[src/rsq_cfg.svh]
/*
  Holds the shared constants of the regulator sequencer: field positions of the
  control/status and operation configuration words, register addresses and delays.
  Assumes it is included by bare name wherever these macros are needed.
*/
`ifndef RSQ_CFG_SVH
`define RSQ_CFG_SVH

// -----------------------------------------------------------------------------
// timing
// -----------------------------------------------------------------------------
`define RSQ_CLK_MHZ 250
`define RSQ_STARTUP_US 5000
`define RSQ_GAP_US 1000
`define RSQ_STARTUP_CYC (`RSQ_STARTUP_US * `RSQ_CLK_MHZ)
`define RSQ_GAP_CYC (`RSQ_GAP_US * `RSQ_CLK_MHZ)
`define RSQ_CNT_W 24

// -----------------------------------------------------------------------------
// control/status word (0x03) and operation configuration word (0x04)
// -----------------------------------------------------------------------------
`define RSQ_CTRL_ADDR 8'h03
`define RSQ_OPCFG_ADDR 8'h04
`define RSQ_CTRL_ON_HI 7
`define RSQ_CTRL_ON_LO 5
`define RSQ_CTRL_START 4
`define RSQ_CTRL_OK_HI 3
`define RSQ_CTRL_OK_LO 1
`define RSQ_CTRL_FORCE 0
`define RSQ_OPCFG_MSK_HI 3
`define RSQ_OPCFG_MSK_LO 1
`define RSQ_OPCFG_HOT 0
`define RSQ_LAST_SLOT 2'h2
`define RSQ_CODE_NONE 2'h3

`endif

[src/rsq_pkg.sv]
/*
  Types of the regulator sequencer: state enumeration and the state records
  of the top module and of the sequencing engine.
  Assumes rsq_cfg.svh supplies the widths.
*/
`include "rsq_cfg.svh"

package rsq_pkg;

  // ---------------------------------------------------------------------------
  // sequencing engine
  // ---------------------------------------------------------------------------
  typedef enum logic [1:0] {
    RSQ_IDLE = 2'b00,
    RSQ_DELAY = 2'b01,
    RSQ_WAIT = 2'b10,
    RSQ_DONE = 2'b11
  } rsq_fsm_type;

  typedef struct packed {
    rsq_fsm_type st;
    logic [1:0] slot;
    logic [`RSQ_CNT_W-1:0] cnt;
    logic [2:0] en;
  } rsq_seq_state_type;

  // ---------------------------------------------------------------------------
  // top module; regulator vectors are [2]=buck1, [1]=buck2, [0]=linear
  // ---------------------------------------------------------------------------
  typedef struct packed {
    logic [5:0] s1;
    logic [5:0] s2;
    logic pin_d;
    logic init;
    logic by_pin;
    logic [2:0] on;
    logic forced;
    logic [2:0] mask;
    logic [2:0] fmask;
    logic [5:0] order;
    logic [2:0] unused;
    logic overheat;
    logic [2:0] en;
    logic [2:0] flag;
    logic shut;
  } rsq_top_state_type;

endpackage

[src/rsq_seq_if.sv]
/*
  Carrier between the sequencer control logic and the sequencing engine.
  Assumes both ends share one clock.
*/
`timescale 1ns/1ns

interface rsq_seq_if;
  logic start;
  logic abort;
  logic [5:0] order;
  logic [2:0] unused;
  logic [2:0] ok;
  logic [2:0] en;
  logic busy;
  logic done;

  modport seq (input start, abort, order, unused, ok, output en, busy, done);
  modport ctl (output start, abort, order, unused, ok, input en, busy, done);
endinterface

[src/rsq_seq.sv]
/*
  Sequencing engine: turns regulators on one slot at a time in fuse order,
  skipping unused ones, waiting a fixed gap after each power good but the last slot's.
  Assumes the control logic holds abort while any fault or manual mode lasts.
*/
`timescale 1ns/1ns
`include "rsq_cfg.svh"

module rsq_seq
  import rsq_pkg::*;
#(
  parameter int unsigned STARTUP_CYC = `RSQ_STARTUP_CYC,
  parameter int unsigned GAP_CYC = `RSQ_GAP_CYC
) (
  input wire logic i_clk,   // 250 MHz clock
  input wire logic i_rst_n, // synchronous reset, active low
  input wire logic i_ce,    // clock enable, freezes state when low
  rsq_seq_if.seq bus        // link to the control logic
);

  rsq_seq_state_type q, d;
  logic [1:0] cur;
  logic [3:0] skipv;

  // one-hot of a fuse slot code; code 3 selects nothing
  function automatic logic [2:0] onehot(input logic [1:0] code);
    case (code)
      2'h0: onehot = 3'h1;
      2'h1: onehot = 3'h2;
      2'h2: onehot = 3'h4;
      default: onehot = 3'h0;
    endcase
  endfunction

  // -----------------------------------------------------------------------------
  // next state
  // -----------------------------------------------------------------------------
  always_comb begin
    d = q;
    cur = bus.order[2*q.slot +: 2];
    skipv = {1'b1, bus.unused};
    case (q.st)
      RSQ_IDLE: begin
        if (bus.start) begin
          d.st = RSQ_DELAY;
          d.cnt = `RSQ_CNT_W'(STARTUP_CYC);
          d.slot = 2'h0;
          d.en = 3'h0;
        end
      end
      RSQ_DELAY: begin
        if (q.cnt != '0) begin
          d.cnt = q.cnt - `RSQ_CNT_W'(1);
        end else if (skipv[cur]) begin
          if (q.slot == `RSQ_LAST_SLOT) begin
            d.st = RSQ_DONE;
          end else begin
            d.slot = q.slot + 2'h1;
          end
        end else begin
          d.en = q.en | onehot(cur);
          d.st = RSQ_WAIT;
        end
      end
      RSQ_WAIT: begin
        // the gap only starts once this regulator reports power good
        if ((bus.ok & onehot(cur)) != 3'h0) begin
          if (q.slot == `RSQ_LAST_SLOT) begin
            d.st = RSQ_DONE;
          end else begin
            d.slot = q.slot + 2'h1;
            d.cnt = `RSQ_CNT_W'(GAP_CYC);
            d.st = RSQ_DELAY;
          end
        end
      end
      RSQ_DONE: begin
        d.st = RSQ_DONE;
      end
      default: begin
        d = '0;
      end
    endcase
    // abort wins over everything and clears the counter
    if (bus.abort) begin
      d.st = RSQ_IDLE;
      d.cnt = '0;
      d.slot = 2'h0;
      d.en = 3'h0;
    end
  end

  // state register
  always_ff @(posedge i_clk) begin
    if (!i_rst_n) begin
      q <= '0;
    end else if (i_ce) begin
      q <= d;
    end
  end

  assign bus.en = q.en;
  assign bus.busy = (q.st == RSQ_DELAY) || (q.st == RSQ_WAIT);
  assign bus.done = (q.st == RSQ_DONE);
endmodule

[src/rsq_top.sv]
/*
  Sequencer and shutdown logic of a three-regulator power unit: host-driven and
  pin-driven activation, power-good flags, masks, module shutdown output and
  lockout/overheat shutdown.
  Assumes pins and analog comparators are asynchronous, fuses are static, and
  i_rst_n is the power-on reset that only drops below the reset threshold.
*/
`timescale 1ns/1ns
`include "rsq_cfg.svh"

// Summary of operation
// - Trigger pin low: host register writes control activation, no pin-driven sequence.
// - Start-all write runs buck 1, then linear regulator, then buck 2.
// - Slot order comes from fuses; fuse-unused regulators are skipped.
// - With pin low, a regulator on and power good, shutdown output follows the forced bit.
// - Trigger pin high: shutdown output is the power-good condition alone.
// - Pin low: output one only if on, power good and forced bit set.
// - Supply lockout turns every regulator off and flags analog circuits off.
// - Registers hold while above reset level; below it the logic stays reset.
// - Retained registers serve the next activation; host rewrites after true reset.
// - Each active regulator's ok flag mirrors its 80 percent comparator.
// - Mask bits set to one remove buck flags from the shutdown condition.
// - Fuse masks govern pin mode; host masks load from fuses at startup.
// - Lockout or overheat turns regulators off and drives shutdown output low.
// - Linear regulator mask bit one removes its flag from the shutdown condition.
// - Overheat latch holds and inhibits activation until host writes zero.
// - Individual host enables disable sequencing; host owns the timing.
// - Each gap starts only after the preceding regulator reports power good.
module rsq_top
  import rsq_pkg::*;
#(
  parameter int unsigned STARTUP_CYC = `RSQ_STARTUP_CYC,
  parameter int unsigned GAP_CYC = `RSQ_GAP_CYC
) (
  input wire logic i_clk,               // 250 MHz clock
  input wire logic i_rst_n,             // synchronous power-on reset, active low
  input wire logic i_ce,                // clock enable
  input wire logic i_en_pin,            // sequence trigger pin, async
  input wire logic i_supply_low_lockout, // supply below lockout level, async
  input wire logic i_die_hot,           // die overtemperature comparator, async
  input wire logic [2:0] i_reg_ok,      // 80 percent comparators, async
  input wire logic [5:0] i_fuse_order,  // slot codes {slot2, slot1, slot0}
  input wire logic [2:0] i_fuse_unused, // fuse: regulator unused
  input wire logic [2:0] i_fuse_mask,   // fuse: power-good masks
  input wire logic i_ctrl_wr,           // write strobe, control/status word
  input wire logic [7:0] i_ctrl_wdata,  // data for control/status word
  input wire logic i_opcfg_wr,          // write strobe, operation config word
  input wire logic [7:0] i_opcfg_wdata, // data for operation config word
  output logic [2:0] o_reg_en,          // regulator enables
  output logic o_module_shutdown_out,   // module shutdown output
  output logic [7:0] o_ctrl_rd,         // control/status word readback
  output logic [7:0] o_opcfg_rd,        // operation config word readback
  output logic o_analog_off,            // analog circuits off except reset monitor
  output logic o_seq_busy               // sequencer running
);

  rsq_top_state_type q, d;
  rsq_seq_if sq ();

  logic pin;
  logic low;
  logic hot;
  logic [2:0] ok_s;
  logic fault;
  logic pin_rise;
  logic pin_fall;
  logic start_all;
  logic manual;
  logic [2:0] msk;
  logic pgok;
  logic anyon;

  // -----------------------------------------------------------------------------
  // sequencing engine
  // -----------------------------------------------------------------------------
  rsq_seq #(
    .STARTUP_CYC(STARTUP_CYC),
    .GAP_CYC(GAP_CYC)
  ) u_seq (
    .i_clk(i_clk),
    .i_rst_n(i_rst_n),
    .i_ce(i_ce),
    .bus(sq)
  );

  // synchronised views; only the second stage is ever read
  assign pin = q.s2[5];
  assign low = q.s2[4];
  assign hot = q.s2[3];
  assign ok_s = q.s2[2:0];

  // fault and mode terms
  assign fault = low | hot | q.overheat;
  assign pin_rise = pin & ~q.pin_d;
  assign pin_fall = ~pin & q.pin_d;
  assign start_all = i_ctrl_wr & i_ctrl_wdata[`RSQ_CTRL_START] & ~pin & q.init;
  assign manual = ~pin & (q.on != 3'h0);
  // pin mode runs on the fuse masks, host mode on the host copies
  assign msk = pin ? q.fmask : q.mask;
  assign pgok = &(q.flag | msk);
  assign anyon = (q.en != 3'h0);

  // engine hookup; fault, manual mode or a pin drop of a pin run abort it
  assign sq.start = (pin_rise | start_all) & ~fault & ~manual & q.init;
  assign sq.abort = fault | manual | (pin_fall & q.by_pin);
  assign sq.order = q.order;
  assign sq.unused = q.unused;
  assign sq.ok = q.flag;

  // -----------------------------------------------------------------------------
  // next state
  // -----------------------------------------------------------------------------
  always_comb begin
    d = q;
    d.s1 = {i_en_pin, i_supply_low_lockout, i_die_hot, i_reg_ok};
    d.s2 = q.s1;
    d.pin_d = pin;
    // fuses are caught once after reset release, then kept
    if (!q.init) begin
      d.init = 1'b1;
      d.mask = i_fuse_mask;
      d.fmask = i_fuse_mask;
      d.order = i_fuse_order;
      d.unused = i_fuse_unused;
    end
    if (i_ctrl_wr) begin
      d.on = i_ctrl_wdata[`RSQ_CTRL_ON_HI:`RSQ_CTRL_ON_LO];
      d.forced = i_ctrl_wdata[`RSQ_CTRL_FORCE];
    end
    if (i_opcfg_wr && q.init) begin
      d.mask = i_opcfg_wdata[`RSQ_OPCFG_MSK_HI:`RSQ_OPCFG_MSK_LO];
    end
    // a new overheat event beats a clearing write in the same cycle
    d.overheat = hot | (i_opcfg_wr ? i_opcfg_wdata[`RSQ_OPCFG_HOT] : q.overheat);
    if (pin_rise) begin
      d.by_pin = 1'b1;
    end else if (start_all) begin
      d.by_pin = 1'b0;
    end
    // enables: fault off, then host enables, then the engine
    if (fault) begin
      d.en = 3'h0;
    end else if (manual) begin
      d.en = q.on;
    end else begin
      d.en = sq.en;
    end
    d.flag = ok_s & q.en;
    if (fault) begin
      d.shut = 1'b0;
    end else if (pin) begin
      d.shut = anyon & pgok;
    end else begin
      d.shut = anyon & pgok & q.forced;
    end
  end

  // state register; registers survive anything short of the power-on reset
  always_ff @(posedge i_clk) begin
    if (!i_rst_n) begin
      q <= '0;
    end else if (i_ce) begin
      q <= d;
    end
  end

  // -----------------------------------------------------------------------------
  // outputs
  // -----------------------------------------------------------------------------
  assign o_reg_en = q.en;
  assign o_module_shutdown_out = q.shut;
  assign o_ctrl_rd = {q.on, 1'b0, q.flag, q.forced};
  assign o_opcfg_rd = {4'h0, q.mask, q.overheat};
  assign o_analog_off = low;
  assign o_seq_busy = sq.busy;
endmodule

[config.mk]
export PLATFORM = sky130hd
export DESIGN_NAME = rsq_top
export DESIGN_NICKNAME = d
export VERILOG_FILES = /design/src/rsq_pkg.sv /design/src/rsq_seq_if.sv /design/src/rsq_seq.sv /design/src/rsq_top.sv
export VERILOG_INCLUDE_DIRS = /design/src
export SDC_FILE = /design/constraint.sdc
export NUM_CORES = 1
export LEC_CHECK = 0
export BUFFER_PORTS_ARGS = -buffer_cell sky130_fd_sc_hd__buf_2
export CORE_MARGIN = 3
export CORE_UTILIZATION = 45
export DETAILED_ROUTE_END_ITERATION = 10
export GPL_TIMING_DRIVEN = 0
export PLACE_DENSITY = 0.7
export SLEW_MARGIN = 20
export SYNTH_ARGS = -nofsm -noshare
export SYNTH_HDL_FRONTEND = slang
export SYNTH_SLANG_ARGS = --single-unit
[constraint.sdc]
create_clock -name i_clk -period 3.1 [get_ports i_clk]
set_input_delay 0.31 -clock i_clk [delete_from_list [all_inputs] [get_ports i_clk]]
set_output_delay 0.31 -clock i_clk [all_outputs]
set_load 0.01 [all_outputs]
==> results.py <==
metrics = {
    "synth": {
        "synthTopCellsByCount": "dfxtp_1 (73), nand2_1 (51), a21oi_1 (36)",
        "synthTopCellsByArea": "dfxtp_1 (38%), nand2_1 (5.0%), a21oi_1 (4.7%)",
        "netlist_area_um2": 3840,
        "synth_area_per_cell_um2": 8.47,
        "netlist_instances": 453,
        "yosysTopAreaCellShare_pct": 38.1,
        "ys_seq_elements": 73,
        "synth_cell_type_count": 58,
        "synth_edf_count": 0,
        "synth.yosys.seq_area_share_pct": 38.1,
        "async_reset_ff_share_pct": 0,
        "yosys.area.top_type": "dfxtp_1",
        "yosysMostFrequentCell": "dfxtp_1",
        "synthFlopType": "dfxtp_1",
        "yosysWarnings": 0,
    },
    "run": {
        "max-cap-violations": 0,
    },
    "sta": {
        "timing.hold.ws_ps": 184,
        "hold_violations": 0,
        "worst_slack_ps": 169,
        "drv_slew": 0,
        "setup_tns_ps": 0,
        "fmax_mhz": 341,
        "tightestPinTransition_ps": 655,
        "fin_crit_ps": 2930,
        "rsz0062_at_grt": "no",
        "slew_headroom_pct": 56.3,
        "setup_violations": 0,
        "skew_ps": 10.2,
        "min_period_over_period_pct": 94.5,
    },
    "worst_setup_path": {
        "rr_worst_depth": 9,
        "cp.arrival_ps": 3200,
        "timing.rr.start": "u_seq.q[15]$_SDFFE_PN0P_",
        "cpMaxStageDelayCell": "or4_4",
        "cp-start-kind": "flop",
        "crit_chain": "or4_4 > nor4_4 > nand4_2 > o2111a_1 > a21oi_4 > buf_6 > buf_6 > nor3_1 > o21a_1",
        "worstPathRequired_ps": 3360,
        "cp-startpoint": "u_seq.q[15]$_SDFFE_PN0P_",
        "path_class": "reg2reg",
        "cpPeakStageDelay_ps": 590,
        "reg2reg_to": "u_seq.q[15]$_SDFFE_PN0P_",
        "cp_common_cell": "buf_6",
        "ff2ff_setup_slack_ps": 170,
        "end_kind": "flop",
        "critical_path.max_fanout": 10,
    },
    "power_and_ir_drop": {
        "pwr-share-clk_pct": 28.7,
        "swShare_pct": 37.1,
        "p_seq_share_pct": 38.6,
        "combPwrFrac_pct": 32.7,
        "p_sw_mw": 1.06,
        "ir_drop_mv": 0.267,
        "power.density_nw_per_um2": 645,
        "p_total_mw": 2.87,
        "p_leak_nw": 1.79,
        "p_int_mw": 1.80,
    },
    "worst_hold_path": {
        "holdPathStages": 3,
        "min_from": "i_fuse_order[2]",
        "hp-class": "in2reg",
        "holdPathEnd": "sq.order[2]$_SDFFE_PN0P_",
    },
    "route": {
        "wirelength_mm": 9.36,
        "dr.pass1.iters": 5,
        "ant_nets": 0,
        "drt_iter0_markers": 157,
        "routed_via_density": 5.54,
        "wl_per_cell_um": 15.0,
        "route.vias.total": 3461,
        "drc": 0,
    },
    "global_routing": {
        "grt_pass1_vias": 3352,
        "grt_pass1_wl_mm": 15.8,
        "grt.overflow.total": 0,
        "track_usage_pct": 19.8,
        "antenna_found_initial": 0,
        "grt_max_degree": 17,
    },
    "floorplanning": {
        "fp.coreArea_um2": 8260,
        "start_util_pct": 46.5,
        "fp.dieH_um": 98.4,
        "die_w_um": 98.4,
        "rows": 33,
        "dieArea_um2": 9670,
        "io_pins": 61,
    },
    "placement": {
        "gp_congestion": 0.867,
        "place_area_um2": 4220,
        "portBuffers": 47,
        "dpl.cell_count": 609,
        "post-place-ws_ps": 197,
        "dp_hpwl_mm": 6.97,
    },
    "final_layout": {
        "fin_area_um2": 4440,
        "areaGrowthSynthToFinish_pct": 15.7,
        "stdcell_count": 625,
        "antennaDiodeCount": 0,
        "drive_gt1_share_pct": 19.2,
        "fin_util_pct": 53.8,
        "fin_nets": 561,
    },
    "clock_network": {
        "clk_pin_slew_ps": 90,
        "cts_buffers": 9,
        "clk_latency_ps": 370,
        "cts_setup_buffers": 0,
        "cts_tree": "yes",
        "htreeDepth": 3,
        "cts-root-buf": "clkbuf_8",
        "clkSinkCount": 73,
        "cts_resized": 0,
        "postCtsHoldBufs": 0,
        "cts.path.max_buffers": 2,
    },
    "run_status": {
        "status": "finished clean",
    },
}
[worst max-delay path, delay by kind of cell (launching register included)]
| family | cells | cell delay [ps] |
|---|---|---|
| AOI/OAI and AO/OA | 3 | 850 |
| buffers and inverters | 2 | 350 |
| DFF | 1 | 360 |
| and+or+nand+nor | 4 | 1260 |
[per-layer routing]
layer / vias up / global-route usage (%) / wire, um
met3: 17 / 4.86 / 514
met1: 1613 / 24.4 / 4130
met2: 92 / 33.2 / 4530
met4: 0 / 7.67 / 178
li1: 1739 / - / -
met5: - / 0 / 0
[cell type report]
| cell class | instances | area [um2] |
|---|---|---|
| buffer | 42 | 255 |
| clock buffer | 9 | 124 |
| clock inverter | 7 | 92.6 |
| fill | 774 | 3810 |
| inverter | 12 | 45.0 |
| multi-input combinational | 330 | 2100 |
| sequential | 73 | 1460 |
| tap | 105 | 131 |
| timing repair buffer | 47 | 235 |
[power by group through the flow]
stage	Sequential [mW]	Combinational [mW]	Clock [mW]
2_1_floorplan	1.10	0.718	0
3_3_place_gp	1.12	0.899	0
3_5_place_dp	1.13	0.923	0
4_1_cts	1.10	0.930	0.841
5_1_grt	1.12	1.05	0.880
6_report	1.11	0.938	0.822
[registers in the layout (all words and copies together) (netlist names)]
register,flops
u_seq.bus.en,3
d,7
o_reg_en,3
u_seq.q,28
sq.ok,3
q,6
o_module_shutdown_out,1
sq.order,6
hot,1
o_opcfg_rd,4
o_analog_off,1
ok_s,3
sq.unused,3
o_ctrl_rd,4
[layout by cell type, fill, tap and decap left out, drive strengths merged, types with 5 or more instances in the layout]
master | synthesis | final
a21boi | 24 | 24
a21oi | 38 | 38
a31oi | 9 | 9
buf | 25 | 72
clkbuf | 17 | 26
conb | 1 | 5
dfxtp | 73 | 73
ha | 7 | 7
inv | 12 | 18
mux2i | 15 | 15
nand2 | 51 | 51
nand2b | 7 | 7
nand3 | 12 | 12
nor2 | 19 | 19
nor2b | 20 | 20
nor3 | 11 | 11
nor4 | 5 | 5
o21a | 5 | 5
o21ai | 22 | 22
o22ai | 5 | 5
o31ai | 9 | 9
or3 | 15 | 15
or4 | 7 | 7
[worst max path at each step]
| stage | end | depth (start not counted) |
|---|---|---|
| floorplan | u_seq.q[15]$_SDFFE_PN0P_ | 9 |
| CTS | u_seq.q[15]$_SDFFE_PN0P_ | 9 |
| finish | u_seq.q[15]$_SDFFE_PN0P_ | 9 |
| detailed placement | u_seq.q[15]$_SDFFE_PN0P_ | 9 |
| global route | u_seq.q[15]$_SDFFE_PN0P_ | 10 |
| global placement | u_seq.q[15]$_SDFFE_PN0P_ | 9 |
[logic make-up after synthesis]
family          synth area share, %
buf+inv                        7.82
fa+ha+maj                      2.28
other cells                  0.0977
xor+xnor                       1.14
flops                          38.1
simple gates                   22.3
compound gates                 23.8
mux                            4.50
No activity file was read; power rests on OpenSTA's default activity.
